===== config.mk =====
export PLATFORM = sky130hd
export DESIGN_NAME = masked_event_drum_sequencer
export DESIGN_NICKNAME = d
export VERILOG_FILES = /design/src/logic/drum_pkg.sv /design/src/logic/drum_step_table.sv /design/src/logic/masked_event_drum_sequencer.sv
export SDC_FILE = /design/constraint.sdc
export NUM_CORES = 2
export LEC_CHECK = 0
export BUFFER_PORTS_ARGS = -buffer_cell sky130_fd_sc_hd__buf_4
export CORE_AREA = 3 3 328 330
export DETAILED_ROUTE_END_ITERATION = 6
export DIE_AREA = 0 0 331 333
export PLACE_DENSITY_LB_ADDON = 0.2
export SKIP_CTS_REPAIR_TIMING = 1
export SLEW_MARGIN = 0
export SYNTH_ARGS = -nofsm -noshare
export SYNTH_HDL_FRONTEND = slang
export SYNTH_HIERARCHICAL = 1
export SYNTH_SLANG_ARGS = --single-unit

===== constraint.sdc =====
create_clock -name clock_in -period 12 [get_ports clock_in]
set_input_delay 1.8 -clock clock_in [delete_from_list [all_inputs] [get_ports clock_in]]
set_output_delay 1.8 -clock clock_in [all_outputs]
set_load 0.02 [all_outputs]

===== src/logic/drum_pkg.sv =====
/*
 * shared constants and carrier types of the masked event drum sequencer.
 * assumes a single 125 mhz clock and a plain strobe register port.
 */
package drum_pkg;

	// ****************************************
	// sizes and timing
	// ****************************************
	localparam int STEPS = 16;
	localparam int CLOCK_PERIOD_NS = 8;
	localparam int TIMEBASE_UNIT_NS = 10_000_000;
	localparam int TICK_CYCLES = TIMEBASE_UNIT_NS / CLOCK_PERIOD_NS;
	localparam logic [15:0] MAX_COUNTS = 16'h270f;
	localparam logic [15:0] MAX_TIMEBASE = 16'h270f;
	localparam logic [7:0] MAX_CTR_BASE = 8'hae;
	localparam logic [4:0] FIRST_STEP = 5'h01;
	localparam logic [4:0] LAST_STEP = 5'h10;

	// ****************************************
	// register word offsets
	// ****************************************
	localparam logic [7:0] CONTROL_OFS = 8'h00;
	localparam logic [7:0] TIMEBASE_OFS = 8'h01;
	localparam logic [7:0] CTR_BASE_OFS = 8'h02;
	localparam logic [7:0] EVENT_ASSIGN_OFS = 8'h03;
	localparam logic [7:0] FLAGS_OFS = 8'h04;
	localparam logic [7:0] WORD_DEST_OFS = 8'h05;
	localparam logic [7:0] STEP_COUNT_OFS = 8'h08;
	localparam logic [7:0] TIMER_VALUE_OFS = 8'h09;
	localparam logic [7:0] PRESET_STEP_OFS = 8'h0a;
	localparam logic [7:0] CURRENT_STEP_OFS = 8'h0b;

	// ****************************************
	// field positions and reset values
	// ****************************************
	localparam int RUN_MODE_BIT = 0;
	localparam int WORD_MODE_BIT = 1;
	localparam int COMPLETE_BIT = 0;
	localparam logic [4:0] PRESET_RESET = 5'h01;
	localparam logic [15:0] TIMEBASE_RESET = 16'h0001;
	localparam logic [7:0] CTR_BASE_RESET = 8'h00;

	// per-step table field, equal to address bits [5:4] of the table window
	typedef enum logic [1:0] {
		FIELD_NONE = 2'b00,
		FIELD_MASK = 2'b01,
		FIELD_PATTERN = 2'b10,
		FIELD_COUNTS = 2'b11
	} field_t;

	typedef struct packed {
		logic [15:0] mask;
		logic [15:0] pattern;
		logic [15:0] counts;
	} step_entry_t;

endpackage


===== src/logic/drum_step_table.sv =====
/*
 * sixteen-entry per-step table: mask word, output pattern, counts per step.
 * assumes one write or one bus read per cycle; both read ports are registered.
 */
module drum_step_table (
	// clock and reset
	input wire logic clock_in,
	input wire logic rst_in,
	// bus side
	input wire logic wr_en_in,
	input wire drum_pkg::field_t field_in,
	input wire logic [3:0] index_in,
	input wire logic [15:0] wr_data_in,
	output logic [15:0] bus_rdata_out,
	// sequencer side
	input wire logic [3:0] step_index_in,
	output drum_pkg::step_entry_t step_entry_out
);

	drum_pkg::step_entry_t table_q [drum_pkg::STEPS];

	// ****************************************
	// storage, one entry per step
	// ****************************************
	genvar i;
	generate
		for (i = 0; i < drum_pkg::STEPS; i++) begin : g_entry
			always_ff @(posedge clock_in) begin
				if (rst_in) begin
					table_q[i] <= '0;
				end else if (wr_en_in && index_in == 4'(i)) begin
					unique case (field_in)
						drum_pkg::FIELD_MASK: table_q[i].mask <= wr_data_in;
						drum_pkg::FIELD_PATTERN: table_q[i].pattern <= wr_data_in;
						drum_pkg::FIELD_COUNTS: table_q[i].counts <= wr_data_in;
						drum_pkg::FIELD_NONE: table_q[i] <= table_q[i];
					endcase
				end
			end
		end
	endgenerate

	// ****************************************
	// registered read ports
	// ****************************************
	always_ff @(posedge clock_in) begin
		if (rst_in) begin
			bus_rdata_out <= '0;
			step_entry_out <= '0;
		end else begin
			unique case (field_in)
				drum_pkg::FIELD_MASK: bus_rdata_out <= table_q[index_in].mask;
				drum_pkg::FIELD_PATTERN: bus_rdata_out <= table_q[index_in].pattern;
				drum_pkg::FIELD_COUNTS: bus_rdata_out <= table_q[index_in].counts;
				drum_pkg::FIELD_NONE: bus_rdata_out <= '0;
			endcase
			step_entry_out <= table_q[step_index_in];
		end
	end

endmodule


===== src/logic/masked_event_drum_sequencer.sv =====
/*
 * masked event drum sequencer: sixteen steps advanced by time, event or jog,
 * output pattern anded with a per-step mask, discrete or word output.
 * assumes start, jog, drum reset and events arrive asynchronously from the
 * controlling program and that software uses the plain strobe register port.
 */
// The strobed register port and the register offsets were chosen for this implementation.

// Functional notes
// sixteen steps, sixteen outputs; each step has counts, event and pattern.
// final outputs are current pattern anded bitwise with that step's mask.
// sixteen consecutive mask words, one per step, from a base location.
// each rising jog edge advances the step regardless of the timer.
// time-based progress only while start is asserted.
// counting pauses while the current step's event is false.
// step advances when count equals counts per step, 0 to 9999.
// sequencing halts after the last step and while reset is asserted.
// preset step 1 to 16 loads on reset and on program-to-run.
// timebase 0 to 99.99 s per count in 0.01 s units.
// four status counters: count, timer, preset, current step; base 0 to 174.
// preset counter writable any time; other three counters read-only.
// drum-complete flag sets on last step done, clears on reset.
// word variant writes masked result as one word to a configured destination.
// a step with no event assigned is purely time based.
// mask changes apply to outputs at once without a restart.
// program should load zero masks on first scan to keep outputs off.
// program must initialise one mask word per step in use.
// each output pattern is a 16-bit value, one bit per output.
// any step change clears count within step and timer value.
// current-step counter shows active step; count counter shows its counts.
module masked_event_drum_sequencer #(
	parameter int TICK_CYCLES = drum_pkg::TICK_CYCLES
) (
	// clock and reset
	input wire logic clock_in,
	input wire logic rst_in,
	// controlling program inputs
	input wire logic start_in,
	input wire logic jog_in,
	input wire logic drum_reset_in,
	input wire logic [15:0] events_in,
	// register port
	input wire logic [7:0] addr_in,
	input wire logic [15:0] wdata_in,
	input wire logic wr_in,
	input wire logic rd_in,
	output logic [15:0] rdata_out,
	// drum outputs
	output logic [15:0] discrete_out,
	output logic [15:0] word_out,
	output logic [15:0] word_dest_out,
	output logic drum_complete_flag_out
);

	typedef struct packed {
		logic [18:0] sync1;
		logic [18:0] sync2;
		logic jog_q;
		logic run_q;
		logic run_mode;
		logic word_mode;
		logic [15:0] timebase;
		logic [7:0] ctr_base;
		logic [15:0] ev_assign;
		logic [15:0] word_dest;
		logic [4:0] preset;
		logic [4:0] cur_step;
		logic [15:0] step_count;
		logic [15:0] timer_value;
		logic complete;
		logic [20:0] tick_cnt;
		logic [15:0] disc;
		logic [15:0] word;
		logic [15:0] rdata;
		logic rd_mem;
	} state_t;

	state_t st;
	state_t next_st;

	logic start_s;
	logic jog_s;
	logic rst_s;
	logic [15:0] ev_s;
	logic [3:0] idx;
	logic jog_rise;
	logic mode_rise;
	logic active;
	logic ev_ok;
	logic counting;
	logic reached;
	logic adv_time;
	logic advance;
	logic tick;
	logic tb_write;
	drum_pkg::field_t bus_field;
	logic mem_wr;
	logic [15:0] mem_rdata;
	drum_pkg::step_entry_t entry;
	logic [15:0] masked;

	// ****************************************
	// derived conditions
	// ****************************************
	// the synchroniser's second stage is the only stage any logic reads
	assign start_s = st.sync2[0];
	assign jog_s = st.sync2[1];
	assign rst_s = st.sync2[2];
	assign ev_s = st.sync2[18:3];
	assign idx = 4'(st.cur_step - drum_pkg::FIRST_STEP);
	assign jog_rise = jog_s && !st.jog_q;
	assign mode_rise = st.run_mode && !st.run_q;
	assign active = st.run_mode && !st.complete && !rst_s;
	assign ev_ok = !st.ev_assign[idx] || ev_s[idx];
	assign counting = active && start_s && ev_ok;
	assign reached = st.step_count == entry.counts;
	assign adv_time = counting && reached;
	assign advance = adv_time || (active && jog_rise);
	assign tick = st.tick_cnt == 21'(TICK_CYCLES - 1);
	assign masked = entry.pattern & entry.mask;

	// table window sits at 0x10..0x3f, field taken from address bits [5:4]
	assign bus_field = (addr_in[7:6] == 2'b00) ? drum_pkg::field_t'(addr_in[5:4])
		: drum_pkg::FIELD_NONE;
	assign mem_wr = wr_in && bus_field != drum_pkg::FIELD_NONE
		&& !(bus_field == drum_pkg::FIELD_COUNTS && wdata_in > drum_pkg::MAX_COUNTS);
	assign tb_write = wr_in && addr_in == drum_pkg::TIMEBASE_OFS
		&& wdata_in <= drum_pkg::MAX_TIMEBASE;

	// ****************************************
	// per-step table
	// ****************************************
	// read port follows the next step so the entry matches cur_step each cycle
	drum_step_table u_table (
		.clock_in(clock_in),
		.rst_in(rst_in),
		.wr_en_in(mem_wr),
		.field_in(bus_field),
		.index_in(addr_in[3:0]),
		.wr_data_in(wdata_in),
		.bus_rdata_out(mem_rdata),
		.step_index_in(4'(next_st.cur_step - drum_pkg::FIRST_STEP)),
		.step_entry_out(entry)
	);

	// ****************************************
	// next state
	// ****************************************
	always_comb begin
		next_st = st;
		next_st.sync1 = {events_in, drum_reset_in, jog_in, start_in};
		next_st.sync2 = st.sync1;
		next_st.jog_q = jog_s;
		next_st.run_q = st.run_mode;
		next_st.tick_cnt = tick ? '0 : st.tick_cnt + 21'h000001;
		next_st.rdata = '0;
		next_st.rd_mem = rd_in && bus_field != drum_pkg::FIELD_NONE;

		// register writes
		if (wr_in) begin
			unique case (addr_in)
				drum_pkg::CONTROL_OFS: begin
					next_st.run_mode = wdata_in[drum_pkg::RUN_MODE_BIT];
					next_st.word_mode = wdata_in[drum_pkg::WORD_MODE_BIT];
				end
				drum_pkg::CTR_BASE_OFS: begin
					if (wdata_in <= 16'(drum_pkg::MAX_CTR_BASE)) begin
						next_st.ctr_base = wdata_in[7:0];
					end
				end
				drum_pkg::EVENT_ASSIGN_OFS: next_st.ev_assign = wdata_in;
				drum_pkg::WORD_DEST_OFS: next_st.word_dest = wdata_in;
				drum_pkg::PRESET_STEP_OFS: begin
					if (wdata_in >= 16'(drum_pkg::FIRST_STEP)
						&& wdata_in <= 16'(drum_pkg::LAST_STEP)) begin
						next_st.preset = wdata_in[4:0];
					end
				end
				default: begin
				end
			endcase
		end
		if (tb_write) begin
			next_st.timebase = wdata_in;
		end

		// register reads; the three monitoring counters ignore writes
		if (rd_in) begin
			unique case (addr_in)
				drum_pkg::CONTROL_OFS: begin
					next_st.rdata[drum_pkg::RUN_MODE_BIT] = st.run_mode;
					next_st.rdata[drum_pkg::WORD_MODE_BIT] = st.word_mode;
				end
				drum_pkg::TIMEBASE_OFS: next_st.rdata = st.timebase;
				drum_pkg::CTR_BASE_OFS: next_st.rdata = 16'(st.ctr_base);
				drum_pkg::EVENT_ASSIGN_OFS: next_st.rdata = st.ev_assign;
				drum_pkg::FLAGS_OFS: next_st.rdata[drum_pkg::COMPLETE_BIT] = st.complete;
				drum_pkg::WORD_DEST_OFS: next_st.rdata = st.word_dest;
				drum_pkg::STEP_COUNT_OFS: next_st.rdata = st.step_count;
				drum_pkg::TIMER_VALUE_OFS: next_st.rdata = st.timer_value;
				drum_pkg::PRESET_STEP_OFS: next_st.rdata = 16'(st.preset);
				drum_pkg::CURRENT_STEP_OFS: next_st.rdata = 16'(st.cur_step);
				default: next_st.rdata = '0;
			endcase
		end

		// sequencing
		if (rst_s || mode_rise) begin
			next_st.cur_step = st.preset;
			next_st.step_count = '0;
			next_st.timer_value = '0;
			next_st.complete = 1'b0;
		end else if (advance) begin
			next_st.step_count = '0;
			next_st.timer_value = '0;
			if (st.cur_step == drum_pkg::LAST_STEP) begin
				next_st.complete = 1'b1;
			end else begin
				next_st.cur_step = st.cur_step + 5'h01;
			end
		end else if (counting && tick) begin
			// a timebase of zero or one both give one count per 0.01 s tick
			if (st.timer_value + 16'h0001 >= st.timebase) begin
				next_st.step_count = st.step_count + 16'h0001;
				next_st.timer_value = '0;
			end else begin
				next_st.timer_value = st.timer_value + 16'h0001;
			end
		end

		// outputs, one register stage after the table read
		next_st.disc = st.word_mode ? '0 : masked;
		next_st.word = st.word_mode ? masked : '0;
	end

	// ****************************************
	// state register
	// ****************************************
	always_ff @(posedge clock_in) begin
		if (rst_in) begin
			st <= '0;
			st.timebase <= drum_pkg::TIMEBASE_RESET;
			st.ctr_base <= drum_pkg::CTR_BASE_RESET;
			st.preset <= drum_pkg::PRESET_RESET;
			st.cur_step <= drum_pkg::PRESET_RESET;
		end else begin
			st <= next_st;
		end
	end

	assign rdata_out = st.rd_mem ? mem_rdata : st.rdata;
	assign discrete_out = st.disc;
	assign word_out = st.word;
	assign word_dest_out = st.word_dest;
	assign drum_complete_flag_out = st.complete;

	// ****************************************
	// checks
	// ****************************************
	a_jog_step_advance: assert property (@(posedge clock_in) disable iff (rst_in)
		(active && jog_rise && !mode_rise && st.cur_step < drum_pkg::LAST_STEP)
		|=> st.cur_step == $past(st.cur_step) + 5'h01)
		else $error("jog edge did not advance the step");

	a_start_gates_time: assert property (@(posedge clock_in) disable iff (rst_in)
		(!start_s && !jog_rise && !rst_s && !mode_rise)
		|=> $stable(st.step_count) && $stable(st.cur_step))
		else $error("step progressed without start");

	a_event_pauses_count: assert property (@(posedge clock_in) disable iff (rst_in)
		(!ev_ok && !jog_rise && !rst_s && !mode_rise) |=> $stable(st.step_count))
		else $error("count moved while event false");

	a_count_reach_moves: assert property (@(posedge clock_in) disable iff (rst_in)
		(adv_time && !rst_s && !mode_rise)
		|=> (st.cur_step != $past(st.cur_step)) || st.complete)
		else $error("reached count did not advance");

	a_done_holds_step: assert property (@(posedge clock_in) disable iff (rst_in)
		(st.complete && !rst_s && !mode_rise) |=> $stable(st.cur_step) && st.complete)
		else $error("drum moved after completion");

	a_reset_loads_preset: assert property (@(posedge clock_in) disable iff (rst_in)
		rst_s |=> st.cur_step == $past(st.preset) && !st.complete && st.step_count == 16'h0000)
		else $error("drum reset did not load preset");

	a_step_change_clears: assert property (@(posedge clock_in) disable iff (rst_in)
		!$stable(st.cur_step) |-> st.step_count == 16'h0000 && st.timer_value == 16'h0000)
		else $error("counters not cleared on step change");

	a_mask_and_output: assert property (@(posedge clock_in) disable iff (rst_in)
		##1 (discrete_out | word_out) == $past(entry.pattern & entry.mask))
		else $error("output is not pattern and mask");

	a_step_in_range: assert property (@(posedge clock_in) disable iff (rst_in)
		st.cur_step >= drum_pkg::FIRST_STEP && st.cur_step <= drum_pkg::LAST_STEP)
		else $error("current step out of range");

	a_idle_holds_step: assert property (@(posedge clock_in) disable iff (rst_in)
		(!st.run_mode && !rst_s)
		|=> $stable(st.cur_step) && $stable(st.step_count))
		else $error("drum moved in program mode");

	a_only_on_tick: assert property (@(posedge clock_in) disable iff (rst_in)
		(!tick && !advance && !rst_s && !mode_rise)
		|=> $stable(st.step_count) && $stable(st.timer_value))
		else $error("count moved between timebase ticks");

	a_timer_counts_up: assert property (@(posedge clock_in) disable iff (rst_in)
		(counting && tick && !advance && !mode_rise
			&& st.timer_value + 16'h0001 < st.timebase)
		|=> st.timer_value == $past(st.timer_value) + 16'h0001 && $stable(st.step_count))
		else $error("timer value did not count the tick");

	a_timer_rollover: assert property (@(posedge clock_in) disable iff (rst_in)
		(counting && tick && !advance && !mode_rise
			&& st.timer_value + 16'h0001 >= st.timebase)
		|=> st.timer_value == 16'h0000
			&& st.step_count == $past(st.step_count) + 16'h0001)
		else $error("timebase period did not add a count");

	a_last_sets_done: assert property (@(posedge clock_in) disable iff (rst_in)
		(advance && st.cur_step == drum_pkg::LAST_STEP && !mode_rise)
		|=> st.complete && $stable(st.cur_step))
		else $error("last step did not set drum complete");

	a_run_edge_loads: assert property (@(posedge clock_in) disable iff (rst_in)
		mode_rise |=> st.cur_step == $past(st.preset) && !st.complete
			&& st.step_count == 16'h0000 && st.timer_value == 16'h0000)
		else $error("run edge did not load preset");

	a_preset_write: assert property (@(posedge clock_in) disable iff (rst_in)
		(wr_in && addr_in == drum_pkg::PRESET_STEP_OFS
			&& wdata_in >= 16'(drum_pkg::FIRST_STEP) && wdata_in <= 16'(drum_pkg::LAST_STEP))
		|=> st.preset == $past(wdata_in[4:0]))
		else $error("preset step write was lost");

	a_preset_in_range: assert property (@(posedge clock_in) disable iff (rst_in)
		st.preset >= drum_pkg::FIRST_STEP && st.preset <= drum_pkg::LAST_STEP)
		else $error("preset step out of range");

	a_word_mode_out: assert property (@(posedge clock_in) disable iff (rst_in)
		st.word_mode |=> discrete_out == 16'h0000 && word_out == $past(masked))
		else $error("word mode output wrong");

	a_discrete_mode_out: assert property (@(posedge clock_in) disable iff (rst_in)
		!st.word_mode |=> word_out == 16'h0000 && discrete_out == $past(masked))
		else $error("discrete mode output wrong");

endmodule


* After elaboration in Yosys (flattened, before gate mapping) *
Memories as Yosys holds them, arrays and structs flattened. A register that Yosys moved wholly into a read port is not among the register bits.
Index checks and enable logic that the tools add are counted.

cells by class
  $add $sub $neg = 6
  $lt $le $gt $ge = 7
  eq/ne operators = 46
  muxes and demuxes = 313
  bitwise operators = 99
  reductions and logical operators = 75

operators by type and width
  cell                                                                                number
  16-bit 2-to-1 mux                                                                   99
  1-bit 2-to-1 mux                                                                    202
  14-bit one-hot mux with 8 select lines                                              1
  1-bit bitwise OR                                                                    96
  32-bit 2-to-1 mux                                                                   2
  16-bit one-hot mux with 4 select lines                                              1
  2-bit AND reduction                                                                 21
  38-bit 2-to-1 mux                                                                   1
  16-bit by 1-bit adder with 16-bit output, second input constant                     2
  4-bit == test, second input constant                                                8
  8-bit by 4-bit == test with 1-bit output, second input constant                     4
  1-bit logical AND                                                                   32
  21-bit by 1-bit adder with 21-bit output, second input constant                     1
  21-bit == test, second input constant                                               1
  16-bit bitwise AND                                                                  1
  16-bit == test                                                                      1
  4-bit by 3-bit == test with 1-bit output, second input constant                     4
  8-bit by 2-bit == test with 1-bit output, second input constant                     2
  8-bit by 3-bit == test with 1-bit output, second input constant                     2
  16-bit by 1-bit >= comparator with 1-bit output, second input constant              1
  16-bit >= comparator                                                                1
  16-bit by 14-bit greater-than comparator with 1-bit output, second input constant   1
  16-bit by 14-bit less-or-equal comparator with 1-bit output, second input constant  1
  16-bit by 5-bit less-or-equal comparator with 1-bit output, second input constant   1
  26 further kinds                                                                    60

word-level totals
  register bits = 227
  RAM bits = 768
  input bits = 47
  output and inout port bits = 65
  word-level logic and storage cells = 568
  memories kept = 1

memories
  name             depth  width  read ports  clocked after memory_dff  write ports  RTL line               RTL
  u_table.table_q  16     48     2           1                         16           drum_step_table.sv:20  drum_pkg::step_entry_t table_q [drum_pkg::STEPS];

* Depth between registers and ports, before layout *
  depth in word-level cells = 12
  depth in mapped cells = 18
  mapped depth without buffers = 15

* By module *
Netlist, hierarchy kept.

modules (own cells, without submodules)
  module                       instances  cells each  area each (um2)  seq. area each (um2)
  drum_step_table              1          2650        42253.0          24343.3
  masked_event_drum_sequencer  1          1149        9942.0           4224.1

* Worst setup path after synthesis *
Ideal clock, no wire load.

  kind = register to register
  start = register st[103] (netlist bit)
  end = register u_table/step_entry_out[10] (netlist name)
  library setup time = 0.128 ns
  data arrival time = 4.515 ns
  required time = 11.872 ns
  setup slack = 7.357 ns
  stages on the path, launching flop included = 19
  path buffers = 4
  clock period less this slack = 4.643 ns
  cells stage by stage = dfxtp_1 inv_1 ha_1 buf_6 buf_6 nand2_1 o32ai_1 mux4_2 o2bb2a_4 o22ai_1 mux2_2 mux2i_1 ha_1 inv_1 clkbuf_1 buf_1 mux4_2 mux4_2 nor2b_1

between the ends
  longest elaborated chain between the ends = 11
  elaborated cells on any way between the ends = 16
  those cells by class = 3 x add/sub; 1 x eq/ne; 7 x mux; 5 x reduce/logical

ends and longest elaborated chain
  element                                        RTL line                            RTL
  from (decl)                                    masked_event_drum_sequencer.sv:78   state_t st;
  from (signal assigned)                         masked_event_drum_sequencer.sv:247  st <= next_st;
  4-bit by 1-bit subtractor with 4-bit output    masked_event_drum_sequencer.sv:110  assign idx = 4'(st.cur_step - drum_pkg::FIRST_STEP);
  1-bit binary-select mux with 4-bit select      masked_event_drum_sequencer.sv:114  assign ev_ok = !st.ev_assign[idx] || ev_s[idx];
  1-bit 2-to-1 mux (implied by the code)         masked_event_drum_sequencer.sv:114
  1-bit logical NOT                              masked_event_drum_sequencer.sv:114
  1-bit logical OR                               masked_event_drum_sequencer.sv:114
  1-bit logical AND                              masked_event_drum_sequencer.sv:115  assign counting = active && start_s && ev_ok;
  1-bit logical AND                              masked_event_drum_sequencer.sv:117  assign adv_time = counting && reached;
  1-bit logical OR                               masked_event_drum_sequencer.sv:118  assign advance = adv_time || (active && jog_rise);
  5-bit 2-to-1 mux *                             masked_event_drum_sequencer.sv:213  end else if (advance) begin
  38-bit 2-to-1 mux *                            masked_event_drum_sequencer.sv:208  if (rst_s || mode_rise) begin
  4-bit by 1-bit subtractor with 4-bit output *  masked_event_drum_sequencer.sv:142  .step_index_in(4'(next_st.cur_step - drum_pkg::FIRST_STEP)),

Every way passes the cells marked *; elsewhere a longest branch is shown, timed or not. The select of a mux whose other input is x is not followed.
A chain may end at the register's enable or synchronous reset.

* Worst setup path in the final report *
  start = register st[103] (netlist bit)
  end = register u_table/step_entry_out[47] (netlist name)

between the ends
  longest elaborated chain between the ends = 11
  elaborated cells on any way between the ends = 16
  those cells by class = 3 x add/sub; 1 x eq/ne; 7 x mux; 5 x reduce/logical

ends and longest elaborated chain
  element                                        RTL line
  4-bit by 1-bit subtractor with 4-bit output    masked_event_drum_sequencer.sv:110
  1-bit binary-select mux with 4-bit select      masked_event_drum_sequencer.sv:114
  1-bit 2-to-1 mux (implied by the code)         masked_event_drum_sequencer.sv:114
  1-bit logical NOT                              masked_event_drum_sequencer.sv:114
  1-bit logical OR                               masked_event_drum_sequencer.sv:114
  1-bit logical AND                              masked_event_drum_sequencer.sv:115
  1-bit logical AND                              masked_event_drum_sequencer.sv:117
  1-bit logical OR                               masked_event_drum_sequencer.sv:118
  5-bit 2-to-1 mux *                             masked_event_drum_sequencer.sv:213
  38-bit 2-to-1 mux *                            masked_event_drum_sequencer.sv:208
  4-bit by 1-bit subtractor with 4-bit output *  masked_event_drum_sequencer.sv:142

Marked as above.

==> metrics.md <==
| Metric | Value |
|---|---|
| Status | completed |
| Htree depth | 3 |
| Ranking of synthesized cells by area | edfxtp_1, mux4_2, dfxtp_1 |
| Worst path most repeated cell | mux4_2 |
| Buffers on Ports | roughly 110 |
| Worst path max stage delay | 0.86 ns |
| CP Max Fanout | 109 |
| Overall power | about 8.4 mW |
| Initial Util | 49.7% |
| Die H | around 330 um |
| Cell taking the most area after synthesis | edfxtp_1 |
| Core area | 0.105 mm2 |
| Row count | 119 |
| Tightest Pin Transition | approximately 1.4 ns |
| Vias in the first global route | 32500 |
| CTS sink count | 1043 |
| Initial antenna violation count | 15 |
| CP Cell Sequence | inv_1 -> ha_1 -> o32a_1 -> mux4_2 -> o2bb2a_4 -> o22ai_1 -> xnor2_1 -> mux2i_4 -> buf_12 -> ha_1 -> inv_8 -> buf_4 -> mux4_2 -> mux4_2 -> nor2b_1 |
| Placer Congestion | 0.880 |
| Setup violators final | 0 |
| Clock slew at reported path FFs | 0.06 ns |
| Post-synth ARST share | 0% |
| Number of synthesized register bits | around 1000 |
| Clock Skew | about 0.042 ns |
| Total GRT Usage | roughly 30% |
| Worst Setup Slack post-DPL | 5.43 ns |
| Remaining Overflow, GRT | 0 |
| Fin crit share | between 50% and 60% |
| Critical path arrival | a little over 7 ns |
| Fin nets | about 3800 |
| CP endpoint kind | flip-flop |
| Worst R2R End | u_table/step_entry_out[47] |
| Worst setup SP type | flip-flop |
| Syn Nets | roughly 3900 |
| Clock latency on the worst-skew pair | roughly 0.7 ns |
| Post-synth cell types | 67 |
| Final ANT Viol Nets | 0 |
| PnR worst setup slack | 5.44 ns |
| Share of the synthesized area in the top cell type | about 44% |
| Critical R2R Launch | st[103] |
| CP Capture Point | u_table/step_entry_out[47] |
| Max-Cap Viols | 0 |
| Area Growth Syn to Fin | 10.5% |
| CTS tree | done |
| Filler cells | 8468 |
| Placed wire-length estimate | about 100000 um |
| Chip width | around 330 um |
| Num ports | about 110 |
| First-pass GRT wire length | roughly 240000 um |
| Max transition margin | approximately 6.6% |
| Register area share after synthesis | a little over half |
| Detailed Route WL | 166000 um |
| FF+latch area | roughly 0.029 mm2 |
| Worst EP required | roughly 13 ns |
| TritonRoute pass-1 iters | 6 |
| Via density | roughly 6.4 |
| Iter 0 DRT Violations | around 4800 |
| Post-synth EDFFs | roughly 770 |
| Slowest-stage cell, CP | buf_4 |
| Maximum clock insertion buffer count | 3 |
| Mapped Avg Cell Area | approximately 14 um2 |
| Leakage | a little under 20 nW |
| Final core occ | between 50% and 60% |
| R2r worst-path depth | 15 |
| Die footprint | roughly 0.11 mm2 |
| Post-route DRC | 0 |
| Fmax | about 150 MHz |
| Total CTS buffers | 108 |
| Yosys warning total | 6 |
| Worst setup path startpoint | st[103] |
| Share of cells above drive strength 1 | a little under a quarter |
| DR vias | between 30000 and 40000 |
| WL/cell | ~32 um |
| Final hold viol count | 0 |
| Largest net degree at the start of global routing | approximately 180 |
| Pwr dens | roughly 150 mW/mm2 |
| Post-route minimum period | around 6.6 ns |
| Synthesized area | about 0.052 mm2 |
| Synth Flop Type | edfxtp_1 |
| Area of the multi-input gates | 0.0219 mm2 |
| Worst hold path class | reg2reg |
| Final TNS setup | 0 ns |
| Critical setup path kind | reg2reg |
| RSZ-0062 raised after global routing | no |
| Worst hold slack | approximately 0.43 ns |
| CTS root buffer | clkbuf_16 |
| Peak supply drop | 0.000120 V |
| Synthesized instance count | approximately 3800 |
| R2r setup slk | 5.44 ns |
| Slew Limit Fails | 0 |
[per-layer routing]
metal | up-vias | wire [um] | GRT usage [%]
met5 | - | 42 | 0
met4 | 6 | 6830 | 11.9
met3 | 351 | 17700 | 6.96
met2 | 2027 | 78800 | 47.1
met1 | 17100 | 63100 | 40.5
li1 | 13900 | - | -
[how the worst min path moves through the flow]
stage	from	to	slack, ns	cells past startpoint
2_1_floorplan	next_st[176]	ev_s[0]	0.41	1
3_3_place_gp	next_st[177]	ev_s[1]	0.42	1
3_5_place_dp	next_st[173]	st[173]	0.42	1
4_1_cts	next_st[173]	st[173]	0.43	1
5_1_grt	next_st[173]	st[173]	0.46	1
6_report	next_st[177]	ev_s[1]	0.43	1
[metrics by stage]
step / std cells / area [um2]
2_1_floorplan: 3799 / 52200
6_report: 5189 / 57700
5_1_grt: 5186 / 57600
4_1_cts: 5186 / 57600
3_5_place_dp: 4981 / 53700
3_3_place_gp: 4981 / 53700
[Yosys cell counts, drive strengths merged (13+ instances only)]
library cell	n
dfxtp	275
edfxtp	768
xnor2	37
mux2	18
clkbuf	247
nand2b	14
mux2i	79
nor2	172
buf	140
inv	35
a22oi	80
nand4	19
nand2	173
or3	16
o21bai	48
ha	23
a21oi	108
and3	17
nor2b	99
o22ai	18
nor3	17
nand3	38
o21ai	13
xor2	26
mux4	432
and2	777
[cell type report]
| cell class | instances | area share (%) |
|---|---|---|
| Clock inverter | 63 | 1.29 |
| Antenna cell | 3 | 0.0130 |
| Timing Repair Buffer | 178 | 2.39 |
| Tap cell | 1391 | 3.02 |
| Inverter | 35 | 0.241 |
| Clock buffer | 142 | 5.47 |
| Sequential cell | 1043 | 49.5 |
| Multi-Input combinational cell | 2334 | 38.0 |
[worst max-delay path: cells and delay by family (launching register included)]
| kind | cells | cell delay [ns] |
|---|---|---|
| xor+xnor | 1 | 0.17 |
| buf+inv | 4 | 2.17 |
| flops | 1 | 0.48 |
| fa+ha+maj | 2 | 0.95 |
| simple gates | 1 | 0.14 |
| mux | 4 | 1.59 |
| compound gates | 3 | 0.76 |
[power breakdown]
part,internal (mW),leakage (nW),switching (mW)
sequential,4.02,9.53,0.109
combinational,0.253,8.05,0.353
clock,2.18,1.94,1.47
[sequential cells by signal, summed over array words and instances, names as in the netlist]
name / flops
drum_complete_flag_out: 1
u_table/bus_rdata_out: 16
u_table/step_entry_out: 48
u_table/table_q: 768
jog_s: 1
discrete_out: 16
word_out: 16
st: 124
next_st: 20
word_dest_out: 16
rst_s: 1
ev_s: 16
[cell families after synthesis]
| kind of cell | count (synthesis) | share of synthesized area [%] |
|---|---|---|
| AND/OR/NAND/NOR | 1384 | 15.0 |
| AO/OA/AOI/OAI | 335 | 4.31 |
| buffers and inverters | 422 | 3.79 |
| flip-flops | 1043 | 54.7 |
| adder cells (fa/ha/maj) | 23 | 0.551 |
| XOR/XNOR | 63 | 1.06 |
| multiplexers | 529 | 20.5 |
[cells in the final DEF, fill, tap and decap left out, types with 17 or more instances in the layout]
cell,netlist,layout
edfxtp_1,768,768
o22ai_1,18,18
nand4_1,19,19
nand3_1,38,38
a22oi_1,80,80
ha_1,23,23
o21bai_2,0,32
buf_4,62,173
mux4_2,432,432
nor2_2,14,38
clkbuf_16,0,118
and2_1,777,776
nand2_1,173,173
a21oi_1,108,108
inv_1,35,34
and3_1,17,17
clkinv_2,0,30
mux2i_1,79,78
nor2_1,158,133
dfxtp_1,275,275
xor2_1,26,26
mux2_2,18,18
nor2b_1,99,97
xnor2_1,37,35
Power figures use the tool's default switching activity.
